## config.mk

```make
export PLATFORM = sky130hd
export DESIGN_NAME = timer_counter
export DESIGN_NICKNAME = d
export VERILOG_FILES = /design/src/verilog/tc_pkg.sv /design/src/verilog/timer_counter.sv
export VERILOG_INCLUDE_DIRS = /design/src /design/src/verilog
export SDC_FILE = /design/constraint.sdc
export NUM_CORES = 1
export LEC_CHECK = 0
export BUFFER_PORTS_ARGS = -buffer_cell sky130_fd_sc_hd__buf_4
export CORE_AREA = 2 2 96 98
export DETAILED_ROUTE_END_ITERATION = 12
export DIE_AREA = 0 0 98 100
export PLACE_DENSITY = 0.79
export SETUP_SLACK_MARGIN = 0.1
export SYNTH_ARGS = -nofsm -noshare
export SYNTH_HDL_FRONTEND = slang
export SYNTH_SLANG_ARGS = --single-unit
```

## constraint.sdc

```tcl
create_clock -name sys_clk -period 4.9 [get_ports sys_clk]
set_clock_uncertainty 0.2 [all_clocks]
set_input_delay 0.245 -clock sys_clk [delete_from_list [all_inputs] [get_ports sys_clk]]
set_output_delay 0.245 -clock sys_clk [all_outputs]
set_load 0.005 [all_outputs]
```

## src/verilog/tc_defines.svh

```systemverilog
// Purpose : constants for the 8-bit timer/counter block
// Assumes : included by bare name
// Notes   : offsets are register indexes; byte address is four times the index
`ifndef TC_DEFINES_SVH
`define TC_DEFINES_SVH

// register indexes and byte addresses
`define TC_CTRL_INDEX      8'h15
`define TC_CMP_INDEX       8'h19
`define TC_ADDR_W          8
`define TC_CTRL_ADDR       8'h54
`define TC_CMP_ADDR        8'h64

// control register fields
`define TC_RUN_BIT         5
`define TC_CKSEL_HI        4
`define TC_CKSEL_LO        2
`define TC_MODE_HI         1
`define TC_MODE_LO         0
`define TC_CTRL_MASK       8'h3F

// reset values
`define TC_CTRL_RESET      8'h00
`define TC_CMP_RESET       8'hFF

// operating mode codes
`define TC_MODE_TIMER      2'h0
`define TC_MODE_RSVD       2'h1
`define TC_MODE_PDO        2'h2
`define TC_MODE_PWM        2'h3

// source select codes and divisor exponents
`define TC_CK_SLOWCAP      3'h0
`define TC_CK_FAST         3'h6
`define TC_CK_EVENT        3'h7
`define TC_EXP_W           4
`define TC_FAST_TAPS       12
`define TC_EXP_C0          4'hB
`define TC_EXP_C1          4'h7
`define TC_EXP_C2          4'h5
`define TC_EXP_C3          4'h3
`define TC_EXP_C4          4'h2
`define TC_EXP_C5          4'h1
`define TC_EXP_NONE        4'h0

// bus answers and counter byte constants
`define TC_RESP_OKAY       2'h0
`define TC_RESP_SLVERR     2'h2
`define TC_CNT_MAX         8'hFF
`define TC_CNT_ONE         8'h01
`define TC_ZERO8           8'h00

`endif

```

## src/verilog/tc_pkg.sv

```systemverilog
// Purpose : shared types for the 8-bit timer/counter block
// Assumes : nothing
// Notes   : constants live in tc_defines.svh
package tc_pkg;

  typedef logic [7:0] byte_t;

  // where the counting strobe comes from
  typedef enum logic [1:0] {
    src_none,
    src_fast,
    src_slow,
    src_event
  } src_e;

endpackage : tc_pkg

```

## src/verilog/timer_counter.sv

```systemverilog
// Purpose : 8-bit up-counter with timer, event, divider-output and PWM modes
// Assumes : sys_clk is the fast oscillator; divider taps and pins are synchronous
// Notes   : registers reached over AXI4-Lite, one aligned word each
`timescale 1ns/100ps
`include "tc_defines.svh"

module timer_counter
  import tc_pkg::*;
(
  input  wire logic                      sys_clk,
  input  wire logic                      rst_n,
  // AXI4-Lite slave
  input  wire logic [`TC_ADDR_W-1:0]     s_axi_awaddr,
  input  wire logic [2:0]                s_axi_awprot,
  input  wire logic                      s_axi_awvalid,
  output logic                           s_axi_awready,
  input  wire logic [31:0]               s_axi_wdata,
  input  wire logic [3:0]                s_axi_wstrb,
  input  wire logic                      s_axi_wvalid,
  output logic                           s_axi_wready,
  output logic [1:0]                     s_axi_bresp,
  output logic                           s_axi_bvalid,
  input  wire logic                      s_axi_bready,
  input  wire logic [`TC_ADDR_W-1:0]     s_axi_araddr,
  input  wire logic [2:0]                s_axi_arprot,
  input  wire logic                      s_axi_arvalid,
  output logic                           s_axi_arready,
  output logic [31:0]                    s_axi_rdata,
  output logic [1:0]                     s_axi_rresp,
  output logic                           s_axi_rvalid,
  input  wire logic                      s_axi_rready,
  // clock sources and power state
  input  wire logic [`TC_FAST_TAPS-1:0]  fast_taps,
  input  wire logic                      slow_tap,
  input  wire logic                      prescaler_slow_select,
  input  wire logic                      prescaler_half_select,
  input  wire logic                      slow_power_mode,
  input  wire logic                      stop_entry,
  // pins and interrupt
  input  wire logic                      event_in,
  output logic                           divider_out,
  output logic                           pwm_out_n,
  output logic                           match_irq
);

  // ---------------------------------------------------------------
  // state
  // ---------------------------------------------------------------
  logic                      awready_q, awready_d;
  logic                      wready_q, wready_d;
  logic                      aw_held_q, aw_held_d;
  logic                      w_held_q, w_held_d;
  logic [`TC_ADDR_W-1:0]     waddr_q, waddr_d;
  logic [7:0]                wbyte_q, wbyte_d;
  logic                      wlane_q, wlane_d;
  logic                      bvalid_q, bvalid_d;
  logic [1:0]                bresp_q, bresp_d;
  logic                      arready_q, arready_d;
  logic                      rvalid_q, rvalid_d;
  logic [31:0]               rdata_q, rdata_d;
  logic [1:0]                rresp_q, rresp_d;

  byte_t                     ctrl_q, ctrl_d;
  byte_t                     cmp_q, cmp_d;
  byte_t                     shadow_q, shadow_d;
  byte_t                     cnt_q, cnt_d;
  logic                      pdo_q, pdo_d;
  logic                      pwm_n_q, pwm_n_d;
  logic                      irq_q, irq_d;
  logic [`TC_FAST_TAPS-1:0]  taps_q;
  logic                      slow_q;
  logic                      evt_q;

  // ---------------------------------------------------------------
  // register bus
  // ---------------------------------------------------------------
  logic                      ctrl_wr, cmp_wr;

  always_comb begin
    awready_d = awready_q;
    wready_d  = wready_q;
    aw_held_d = aw_held_q;
    w_held_d  = w_held_q;
    waddr_d   = waddr_q;
    wbyte_d   = wbyte_q;
    wlane_d   = wlane_q;
    bvalid_d  = bvalid_q;
    bresp_d   = bresp_q;
    arready_d = arready_q;
    rvalid_d  = rvalid_q;
    rdata_d   = rdata_q;
    rresp_d   = rresp_q;
    ctrl_wr   = 1'b0;
    cmp_wr    = 1'b0;
    // address and data are taken in either order
    if (s_axi_awvalid && awready_q) begin
      aw_held_d = 1'b1;
      awready_d = 1'b0;
      waddr_d   = s_axi_awaddr;
    end
    if (s_axi_wvalid && wready_q) begin
      w_held_d = 1'b1;
      wready_d = 1'b0;
      wbyte_d  = s_axi_wdata[7:0];
      wlane_d  = s_axi_wstrb[0];
    end
    // both halves present: perform the write and answer
    if (aw_held_q && w_held_q && !bvalid_q) begin
      aw_held_d = 1'b0;
      w_held_d  = 1'b0;
      bvalid_d  = 1'b1;
      bresp_d   = `TC_RESP_OKAY;
      if (waddr_q == `TC_CTRL_ADDR) begin
        ctrl_wr = wlane_q;
      end else if (waddr_q == `TC_CMP_ADDR) begin
        cmp_wr = wlane_q;
      end else begin
        bresp_d = `TC_RESP_SLVERR;
      end
    end
    if (bvalid_q && s_axi_bready) begin
      bvalid_d  = 1'b0;
      awready_d = 1'b1;
      wready_d  = 1'b1;
    end
    // reads answer one cycle after the address is taken
    if (s_axi_arvalid && arready_q) begin
      arready_d = 1'b0;
      rvalid_d  = 1'b1;
      rresp_d   = `TC_RESP_OKAY;
      rdata_d   = 32'h0000_0000;
      if (s_axi_araddr == `TC_CTRL_ADDR) begin
        rdata_d[7:0] = ctrl_q & `TC_CTRL_MASK;
      end else if (s_axi_araddr == `TC_CMP_ADDR) begin
        rdata_d[7:0] = cmp_q;
      end else begin
        rresp_d = `TC_RESP_SLVERR;
      end
    end
    if (rvalid_q && s_axi_rready) begin
      rvalid_d  = 1'b0;
      arready_d = 1'b1;
    end
  end

  always_ff @(posedge sys_clk or negedge rst_n) begin
    if (!rst_n) begin
      awready_q <= 1'b1;
      wready_q  <= 1'b1;
      aw_held_q <= 1'b0;
      w_held_q  <= 1'b0;
      waddr_q   <= '0;
      wbyte_q   <= `TC_ZERO8;
      wlane_q   <= 1'b0;
      bvalid_q  <= 1'b0;
      bresp_q   <= `TC_RESP_OKAY;
      arready_q <= 1'b1;
      rvalid_q  <= 1'b0;
      rdata_q   <= 32'h0000_0000;
      rresp_q   <= `TC_RESP_OKAY;
    end else begin
      awready_q <= awready_d;
      wready_q  <= wready_d;
      aw_held_q <= aw_held_d;
      w_held_q  <= w_held_d;
      waddr_q   <= waddr_d;
      wbyte_q   <= wbyte_d;
      wlane_q   <= wlane_d;
      bvalid_q  <= bvalid_d;
      bresp_q   <= bresp_d;
      arready_q <= arready_d;
      rvalid_q  <= rvalid_d;
      rdata_q   <= rdata_d;
      rresp_q   <= rresp_d;
    end
  end

  // ---------------------------------------------------------------
  // source strobe selection
  // ---------------------------------------------------------------
  logic [2:0]              cksel;
  logic [1:0]              mode;
  logic                    run;
  logic [`TC_EXP_W-1:0]    fexp;
  logic [`TC_FAST_TAPS-1:0] tap_rise;
  src_e                    src;
  logic                    strobe;
  logic                    evt_rise, evt_fall;

  assign cksel    = ctrl_q[`TC_CKSEL_HI:`TC_CKSEL_LO];
  assign mode     = ctrl_q[`TC_MODE_HI:`TC_MODE_LO];
  assign run      = ctrl_q[`TC_RUN_BIT];
  assign tap_rise = fast_taps & ~taps_q;
  assign evt_rise = event_in & ~evt_q;
  assign evt_fall = ~event_in & evt_q;
  always_comb begin
    case (cksel)
      3'h0: fexp = `TC_EXP_C0;
      3'h1: fexp = `TC_EXP_C1;
      3'h2: fexp = `TC_EXP_C2;
      3'h3: fexp = `TC_EXP_C3;
      3'h4: fexp = `TC_EXP_C4;
      3'h5: fexp = `TC_EXP_C5;
      default: fexp = `TC_EXP_NONE;
    endcase
    fexp = fexp + {3'h0, prescaler_half_select};
  end
  always_comb begin
    if (cksel == `TC_CK_EVENT) begin
      src = src_event;
    end else if (slow_power_mode) begin
      src = (cksel == `TC_CK_SLOWCAP) ? src_slow : src_none;
    end else if (prescaler_slow_select && cksel == `TC_CK_SLOWCAP) begin
      src = src_slow;
    end else begin
      src = src_fast;
    end
  end
  always_comb begin
    case (src)
      src_fast: strobe = (fexp == `TC_EXP_NONE) ? 1'b1 : tap_rise[fexp - `TC_EXP_C5];
      src_slow: strobe = slow_tap & ~slow_q;
      default:  strobe = 1'b0;
    endcase
  end

  // ---------------------------------------------------------------
  // counter, outputs and control registers
  // ---------------------------------------------------------------
  byte_t cnt_inc;
  assign cnt_inc = cnt_q + `TC_CNT_ONE;

  always_comb begin
    ctrl_d   = ctrl_q;
    cmp_d    = cmp_q;
    shadow_d = shadow_q;
    cnt_d    = cnt_q;
    pdo_d    = pdo_q;
    pwm_n_d  = pwm_n_q;
    irq_d    = 1'b0;
    if (cmp_wr) begin
      cmp_d = wbyte_q;
    end
    if (ctrl_wr) begin
      ctrl_d = wbyte_q & `TC_CTRL_MASK;
    end
    if (stop_entry) begin
      ctrl_d[`TC_RUN_BIT] = 1'b0;
    end
    if (!run) begin
      cnt_d    = `TC_ZERO8;
      pdo_d    = 1'b1;
      pwm_n_d  = 1'b1;
      shadow_d = cmp_q;
    end else begin
      case (mode)
        `TC_MODE_TIMER: begin
          if (src == src_event) begin
            if (evt_rise) begin
              cnt_d = cnt_inc;
            end else if (evt_fall && cnt_q == cmp_q) begin
              cnt_d = `TC_ZERO8;
              irq_d = 1'b1;
            end
          end else if (strobe) begin
            if (cnt_inc == cmp_q) begin
              cnt_d = `TC_ZERO8;
              irq_d = 1'b1;
            end else begin
              cnt_d = cnt_inc;
            end
          end
        end
        `TC_MODE_PDO: begin
          if (strobe) begin
            if (cnt_inc == cmp_q) begin
              cnt_d = `TC_ZERO8;
              pdo_d = ~pdo_q;
              irq_d = 1'b1;
            end else begin
              cnt_d = cnt_inc;
            end
          end
        end
        `TC_MODE_PWM: begin
          if (strobe) begin
            cnt_d = cnt_inc;
            if (cnt_q == `TC_CNT_MAX) begin
              pwm_n_d  = 1'b1;
              irq_d    = 1'b1;
              shadow_d = cmp_q;
            end else if (cnt_inc == shadow_q) begin
              pwm_n_d = 1'b0;
            end
          end
        end
        default: cnt_d = `TC_ZERO8;
      endcase
    end
  end

  always_ff @(posedge sys_clk or negedge rst_n) begin
    if (!rst_n) begin
      ctrl_q   <= `TC_CTRL_RESET;
      cmp_q    <= `TC_CMP_RESET;
      shadow_q <= `TC_CMP_RESET;
      cnt_q    <= `TC_ZERO8;
      pdo_q    <= 1'b1;
      pwm_n_q  <= 1'b1;
      irq_q    <= 1'b0;
      taps_q   <= '0;
      slow_q   <= 1'b0;
      evt_q    <= 1'b0;
    end else begin
      ctrl_q   <= ctrl_d;
      cmp_q    <= cmp_d;
      shadow_q <= shadow_d;
      cnt_q    <= cnt_d;
      pdo_q    <= pdo_d;
      pwm_n_q  <= pwm_n_d;
      irq_q    <= irq_d;
      taps_q   <= fast_taps;
      slow_q   <= slow_tap;
      evt_q    <= event_in;
    end
  end

  assign s_axi_awready = awready_q;
  assign s_axi_wready  = wready_q;
  assign s_axi_bvalid  = bvalid_q;
  assign s_axi_bresp   = bresp_q;
  assign s_axi_arready = arready_q;
  assign s_axi_rvalid  = rvalid_q;
  assign s_axi_rdata   = rdata_q;
  assign s_axi_rresp   = rresp_q;
  assign divider_out   = pdo_q;
  assign pwm_out_n     = pwm_n_q;
  assign match_irq     = irq_q;

endmodule : timer_counter

```

**Word level (Yosys, flattened, before mapping)**

Index checks and enable logic that the tools add are counted.

- RAM bits: 0
- Input port bits: 83
- Bits in read-only memories: 0
- Bits in latches: 0
- Output and inout port bits: 44
- Word-level logic and storage cells: 154
- Flip-flop bits (word level): 83
- Memories: 0

- Multiplexer cells: 66
- $lt $le $gt $ge: 1
- Add/sub/neg operators: 3
- Multipliers: 0
- Eq/ne operators: 27
- Shift-type cells: 0
- Divide/modulo/power cells: 0
- Reduce and logical (&&, ||, !) cells: 24
- Bitwise gates (word level): 9

Operators by type and width:

| kind | count |
|---|---|
| $mux W8 | 13 |
| $mux W1 | 39 |
| $eq A8 B7 Y1 const B | 4 |
| $eq A8 B8 Y1 | 3 |
| $pmux W4 S6 | 1 |
| $pmux W8 S3 | 1 |
| $mux W2 | 8 |
| $reduce_bool A2 Y1 | 7 |
| $and A12 B12 Y12 | 1 |
| $not A12 Y12 | 1 |
| $ne A2 B1 Y1 const B | 5 |
| $eq A3 B3 Y1 const B | 3 |
| $logic_and A1 B1 Y1 | 9 |
| $reduce_and A3 Y1 | 3 |
| $add A8 B1 Y8 const B | 1 |
| $eq A2 B2 Y1 const B | 4 |
| $eq A8 B8 Y1 const B | 1 |
| $eq A3 B2 Y1 const B | 2 |
| $mux W6 | 1 |
| $lt A4 B5 Y1 const B | 1 |
| $ne A5 B5 Y1 const B | 1 |
| $add A4 B1 Y4 | 1 |
| $bmux W1 S4 | 1 |
| $logic_not A4 Y1 | 1 |
| other kinds (13) | 18 |

**Longest topological paths before layout**

Gate-level depths: netlist (run 1).

- Depth after elaboration: 12
- Depth in mapped cells: 16
- Depth with buffers taken out: 14

**Worst setup path after synthesis (run 1)**

Ideal clock, no wire load.

- Path kind: reg2reg
- Start: register ctrl_q[4]
- End: register cnt_q[4]
- Cell stages (with the launch flop): 17
- Setup slack: 1.266 ns
- Buffers on the path: 4
- Library setup time: 0.126 ns
- Arrival time: 3.307 ns
- Cell sequence: dfrtp_1 clkbuf_1 nand2_1 ha_1 buf_2 buf_2 inv_1 ha_1 xor2_1 and3_1 or2_2 mux2i_1 o21ai_2 buf_6 a21oi_1 a211oi_1 a221o_1

- Longest elaborated chain between the ends: 12

Ends and longest elaborated chain:

| item | RTL line | text |
|---|---|---|
| from (decl) | timer_counter.sv:63 | `byte_t ctrl_q, ctrl_d;` |
| from (signal assigned) | timer_counter.sv:304 | `` ctrl_q <= `TC_CTRL_RESET; `` |
| from (signal assigned) | timer_counter.sv:315 | `ctrl_q <= ctrl_d;` |
| $eq A3 B3 Y1, or another cell as far along | timer_counter.sv:197 | `case (cksel)` |
| $pmux W4 S6 | timer_counter.sv:197 |  |
| $add A4 B1 Y4 | timer_counter.sv:206 | `fexp = fexp + {3'h0, prescaler_half_select};` |
| $sub A4 B1 Y4 (no source line) | n/a |  |
| $bmux W1 S4 | timer_counter.sv:221 | `` src_fast: strobe = (fexp == `TC_EXP_NONE) ? 1'b1 : tap_rise[fexp - `TC_EXP_C5]; `` |
| $mux W1 (2 in a row) | timer_counter.sv:221 |  |
| $pmux W1 S2 | timer_counter.sv:220 | `case (src)` |
| $mux W8 | n/a |  |
| $mux W8 | timer_counter.sv:258 | `if (src == src_event) begin` |
| $pmux W8 S3 | timer_counter.sv:256 | `case (mode)` |
| $mux W8 | timer_counter.sv:250 | `if (!run) begin` |
| to (signal assigned) | timer_counter.sv:307 | `` cnt_q <= `TC_ZERO8; `` |
| to (signal assigned) | timer_counter.sv:318 | `cnt_q <= cnt_d;` |
| to (decl) | timer_counter.sv:66 | `byte_t cnt_q, cnt_d;` |

Several ways; a longest one is shown, not always the timed one. The select of a mux whose other input is x is not followed.
A chain may end at the register's enable or synchronous reset.

**Worst setup path after layout (run 1)**

- Start: register ctrl_q[3]
- End: register cnt_q[2]

Same word-level chain as after synthesis.

==> results.yml, run 1 <==
setup_path:
  worstPathArrival_ns: 4.56
  cp_common_cell: "ha_1"
  path_cells: "nand2b_1 > nand2_1 > ha_1 > inv_1 > ha_1 > xor2_1 > and3_1 > or2_2 > mux2i_1 > o21ai_2 > mux2_2 > a2111oi_2 > a211o_1"
  startpoint_type: "flop"
  startpoint: "ctrl_q[3]$_DFFE_PN0P_"
  slowest_stage: "ha_1"
  critPathKind: "flop to flop"
  end_kind: "flop"
  cp.required_ns: 4.99
  r2r-start: "ctrl_q[3]$_DFFE_PN0P_"
  max_stage_delay_ns: 0.62
  r2r_cells: 13
  crit_fanout: 19
clock_network:
  cts_sinks: 81
  htreeDepth: 3
  cts_tree: "done"
  numCtsBuffers: 9
  postCtsSetupBuffers: 0
  clkTransAtPathRegs_ns: 0.08
  root_buffer: "clkbuf_8"
  ctsLongestPathBuffers: 2
  clk_latency_ns: 0.35
yosys:
  ys.flop_type: "dfrtp_1"
  synthTopCellsByCount: "dfrtp_1, mux2_2, nand2_1"
  yosys.area.top_type_share: 0.333
  seq_area_frac_synth: 0.455
  async_flop_share: 1.00
  synth-edff-count: 0
  synth_top_area_cell: "dfrtp_1"
  yosys_warnings: 0
  synth_area_um2: 4510
  syn_avg_cell_area_um2: 10.4
  synthTopCellsByArea: "dfrtp_1, dfstp_2, mux2_2, buf_4, xnor2_1"
  synth_most_common_cell: "dfrtp_1"
  yosys_register_bits: 81
  synth_cell_types: 64
  syn-instance-count: 433
placed_design:
  globalplace.congestion: 0.847
  placement.io_buffers: 67
  hpwl_mm: 7.32
timing:
  post-route-min-period_ns: 4.46
  max_freq_mhz: 224
  worst-slew-pin-transition_ns: 1.08
  finalCritPeriodShare: 0.911
  max_slew_margin: 0.278
  drv_slew: 0
  setup_viol: 0
  rsz0062_at_grt: "false"
  finalSetupTns_ns: 0
  hold_viol: 0
detailed_routing:
  via_per_inst: 5.48
  drc: 0
  totalWireLength_mm: 10.7
  wl_per_cell_um: 16.4
  drt_pass1_iterations: 4
  drtIter0Drc: 188
  via_count: 3586
  ant_nets: 0
run_status:
  status: "completed"
hold_path:
  min-delay-start: "s_axi_araddr[4]"
  min_path_type: "primary input to flop"
  hold_depth: 4
pwr:
  p_leak_nw: 2.49
  power_density_nw_per_um2: 332
  ir_drop_mv: 0.260
  finalPower_mw: 1.87
global_route:
  grt_pass1_vias: 3717
  grt_max_degree: 82
  antenna_found_initial: 0
  overflow: 0
  grt_first_pass_wirelength_mm: 17.9
  grt_use_total: 0.230
floorplan:
  coreArea_um2: 8890
  io_pins: 127
  dieArea_um2: 9800
  fp.dieH_um: 100
  die_x_um: 98
  num_rows: 35
  initial_utilization: 0.508
job:
  maxCapViolations: 0
cells_and_area:
  layout-drive-gt1-share: 0.282
  finalNetCount: 629
  area_growth_pct: 24.7
  antenna_cells: 0
[cells in the final DEF (no fill, tap or decap), drive strengths merged, types with 5 or more instances in the layout]
| master | instances |
|---|---|
| buf | 68 |
| dfrtp | 60 |
| dlygate4sd3 | 41 |
| mux2 | 39 |
| nand2 | 36 |
| o21ai | 30 |
| conb | 26 |
| inv | 23 |
| dfstp | 21 |
| nor2 | 17 |
| a21oi | 17 |
| xnor2 | 17 |
| clkbuf | 11 |
| xor2 | 10 |
| ha | 8 |
| nand2b | 8 |
| nand3 | 7 |
| nand3b | 7 |
| nor3 | 7 |
| mux2i | 6 |
| a22oi | 6 |
| o21a | 5 |
| nor3b | 5 |
[worst max-delay path: cells and delay by family, from the launching register on]
kind / cells / cell delay, ns
adder cells (fa/ha/maj): 2 / 0.86
XOR/XNOR: 1 / 0.17
AO/OA/AOI/OAI: 3 / 1.09
buffers and inverters: 1 / 0.14
flip-flops: 1 / 0.60
multiplexers: 2 / 0.60
AND/OR/NAND/NOR: 4 / 0.75
[sequential cells by signal (all words and copies together), names as in the netlist, 6 cells and up]
register	count
taps_q	12
cmp_q	8
cnt_q	8
s_axi_rdata	8
shadow_q	8
waddr_q	8
wbyte_q	8
ctrl_q	6
[final timing paths]
path / endpoint / slack (ns)
max: cnt_q[2]$_DFFE_PN0P_ / 0.44
min: s_axi_rdata[7]$_DFFE_PN0P_ / 0.12
max reg2reg: cnt_q[2]$_DFFE_PN0P_ / 0.44
min reg2reg: s_axi_rdata[6]$_DFFE_PN0P_ / 0.29
max in group asynchronous: waddr_q[6]$_DFFE_PN0P_ / 3.46
min in group asynchronous: cnt_q[6]$_DFFE_PN0P_ / 0.40
[per-stage QoR]
stage	instances	instance area (um^2)	hold slack [ns]	setup slack [ns]	util
2_1_floorplan	458	4610	-0.251	1.27	-
3_3_place_gp	597	4990	0.164	0.637	0.561
3_5_place_dp	597	4990	0.166	0.512	0.561
4_1_cts	654	5630	0.103	0.491	0.633
5_1_grt	654	5630	0.168	0.141	0.633
6_report	654	5630	0.118	0.436	0.633
[cells by family (layout without fill, tap and decap cells)]
group                      after synthesis  after routing  synth area share
adders and majority gates                8              8            0.0222
and+or+nand+nor                        112            112             0.136
other                                    1             26          0.000831
muxes                                   45             45             0.111
xor gates and xnor gates                27             27            0.0524
AOI/OAI and AO/OA                       97             97             0.146
buffers and inverters                   62            147            0.0773
DFF                                     81             81             0.455
[area by class of cell]
cell class                 count  area (um^2)
clock buffer                  11          141
inverter                      22         82.6
sequential                    81         2050
fill                         713         3260
clock inverter                 5         86.3
multi-input combinational    315         2210
timing repair buffer         109          921
tap                          111          139
[metal layers]
metal	GRT usage	up-vias	part of all wire
met4	0.115	0	0.029
li1	-	1715	-
met1	0.281	1710	0.42
met3	0.0397	23	0.058
met2	0.396	138	0.49
met5	0	-	0
[power by group]
part	internal (mW)	total, mW	switching [mW]	leakage [nW]
clock network	0.305	0.558	0.253	0.114
logic	0.230	0.419	0.189	1.40
registers	0.800	0.891	0.0908	0.977
[repair_timing]
item,CTS,global route
resized for setup,0,0
hold buffers,41,0
endpoints found under the hold margin,99,0
endpoints found under the setup margin,0,0
(Power assumes the default switching activity.)
==> run 2: changes to the inputs <==
- CORE_AREA: 2 2 96 98 -> 2 2 73 128
- DIE_AREA: 0 0 98 100 -> 0 0 75 130
==> run 2 against run 1 <==
Effect of this change: non-clock buffer count is the same; largest power group unchanged; critical endpoint is now cnt_q[3]$_DFFE_PN0P_; global-route usage grew 2.3 points; clock-buffer cell count shrank 1; maximum frequency grew 1.7%; sequential share of layout area shrank 0.46 points; worst hold slack gained 0.0056 ns; sequential power grew 1%.
==> results.yml, run 2 (synthesized netlist as in run 1, its figures left out) <==
timing:
  worst-slew-pin-transition_ns: 1.02
  max_slew_margin: 0.322
  drv_slew: 0
  post-route-min-period_ns: 4.39
  hold_viol: 0
  rsz0062_at_grt: "false"
  finalSetupTns_ns: 0
  setup_viol: 0
  max_freq_mhz: 228
  finalCritPeriodShare: 0.896
clock_network:
  numCtsBuffers: 9
  htreeDepth: 3
  postCtsSetupBuffers: 0
  ctsLongestPathBuffers: 2
  post_cts_resized: 0
  root_buffer: "clkbuf_16"
  cts_sinks: 81
  clkTransAtPathRegs_ns: 0.07
  clk_latency_ns: 0.35
  cts_tree: "done"
global_route:
  grt_pass1_vias: 3808
  grt_use_total: 0.253
  grt_max_degree: 82
  antenna_found_initial: 0
  grt_first_pass_wirelength_mm: 18.3
  overflow: 0
setup_path:
  critPathKind: "flop to flop"
  slowest_stage: "ha_1"
  max_stage_delay_ns: 0.63
  worstPathArrival_ns: 4.42
  r2r_cells: 13
  crit_fanout: 19
  startpoint: "ctrl_q[3]$_DFFE_PN0P_"
  crit_cells: 13
  end_kind: "flop"
  cp_common_cell: "ha_1"
  startpoint_type: "flop"
  r2r-start: "ctrl_q[3]$_DFFE_PN0P_"
  reg2reg_setup_slack_ns: 0.51
  r2r_end: "cnt_q[3]$_DFFE_PN0P_"
  cp.required_ns: 4.93
  endpoint: "cnt_q[3]$_DFFE_PN0P_"
  path_cells: "nand2b_1 > nand2_1 > ha_1 > inv_1 > ha_1 > xor2_1 > and3_1 > or2_2 > mux2i_1 > o21ai_2 > a21oi_1 > a211oi_1 > a221o_1"
  crit_buf_inv: 1
  path_delay_family: "compound AO/OA/AOI/OAI gates"
floorplan:
  initial_utilization: 0.513
  io_pins: 127
  fp.dieH_um: 130
  die_x_um: 75
  coreArea_um2: 8810
  dieArea_um2: 9750
  num_rows: 46
pwr:
  p_leak_nw: 2.51
  ir_drop_mv: 0.411
  clkPwrFrac: 0.328
  swShare: 0.289
  combPwrFrac: 0.212
  pwr-share-seq: 0.460
  p_switching_mw: 0.568
  internal-power_mw: 1.39
  power_density_nw_per_um2: 344
placed_design:
  hpwl_mm: 8.28
  placed_cells: 606
  dpl_cell_area_um2: 5000
  placement.io_buffers: 67
  globalplace.congestion: 0.927
cells_and_area:
  largest_reg_flops: 12
  seqCellArea_um2: 2050
  multiInputGateArea_um2: 2210
  largest_register: "taps_q"
  stdcell_count: 663
  antenna_cells: 0
  final_cell_area_um2: 5700
  area_growth_pct: 26.3
  finalNetCount: 629
  layout-drive-gt1-share: 0.284
  layout_commonest_cell: "buf_4"
  nFillCells: 678
  layout_common_cells: "buf_4, dfrtp_1, dlygate4sd3_1, mux2_2, nand2_1"
detailed_routing:
  drc: 0
  via_count: 3686
  via_per_inst: 5.56
  wl_per_cell_um: 17.3
  totalWireLength_mm: 11.5
  drt_pass1_iterations: 4
  ant_nets: 0
  drtIter0Drc: 168
run_status:
  status: "completed"
job:
  maxCapViolations: 0
hold_path:
  min_path_type: "primary input to flop"
==> run 2: area by class of cell <==
cell class,instances,area share
clock inverters,6,0.00856
flip-flops and latches,81,0.360
clock buffers,10,0.0419
multi-input cells,315,0.387
repair buffers,109,0.162
well taps,120,0.0263
inverters,22,0.0145
==> run 2: power groups by stage <==
stage	clock network (mW)	logic (mW)	registers, mW
3_5_place_dp	0	0.379	0.905
3_3_place_gp	0	0.363	0.897
5_1_grt	0.677	0.462	0.915
4_1_cts	0.654	0.415	0.895
2_1_floorplan	0	0.274	0.871
6_report	0.643	0.416	0.902
==> run 2: stage by stage <==
step                hold WS (ns)  power (mW)  worst slack [ns]   util
floorplan                 -0.251        1.14              1.27      -
global placement           0.164        1.26             0.723  0.568
detailed placement         0.164        1.28             0.646  0.568
CTS                        0.118        1.97             0.626  0.647
global route               0.186        2.05             0.275  0.647
finish                     0.124        1.96             0.510  0.647
==> run 2: tightest hold or removal path: cells and delay by family <==
kind                   cells  cell delay [ns]
AND/OR/NAND/NOR            2             0.23
AO/OA/AOI/OAI              1             0.06
buffers and inverters      1             0.08
==> run 2: what timing repair did <==
| item | in CTS | in global routing |
|---|---|---|
| hold buffers | 41 | 0 |
| hold endpoints to repair | 99 | 0 |
| endpoints found under the setup margin | 0 | 0 |
==> run 2: worst min-delay path by stage <==
stage,to,slack [ns],depth (start not counted),startpoint
2_1_floorplan,aw_held_q$_DFFE_PN0P_,-0.25,0,rst_n
3_3_place_gp,taps_q[1]$_DFF_PN0_,0.16,1,fast_taps[1]
3_5_place_dp,taps_q[4]$_DFF_PN0_,0.16,1,fast_taps[4]
4_1_cts,s_axi_rdata[6]$_DFFE_PN0P_,0.12,4,s_axi_araddr[4]
5_1_grt,s_axi_rdata[6]$_DFFE_PN0P_,0.19,4,s_axi_araddr[4]
6_report,s_axi_rdata[6]$_DFFE_PN0P_,0.12,4,s_axi_araddr[4]
==> run 2: metal layers <==
layer  vias to the layer above  track usage  wire (um)
met5                         -            0          0
met4                         0        0.170        665
met2                       116        0.450       6350
li1                       1717            -          -
met1                      1802        0.254       4000
met3                        51       0.0502        455
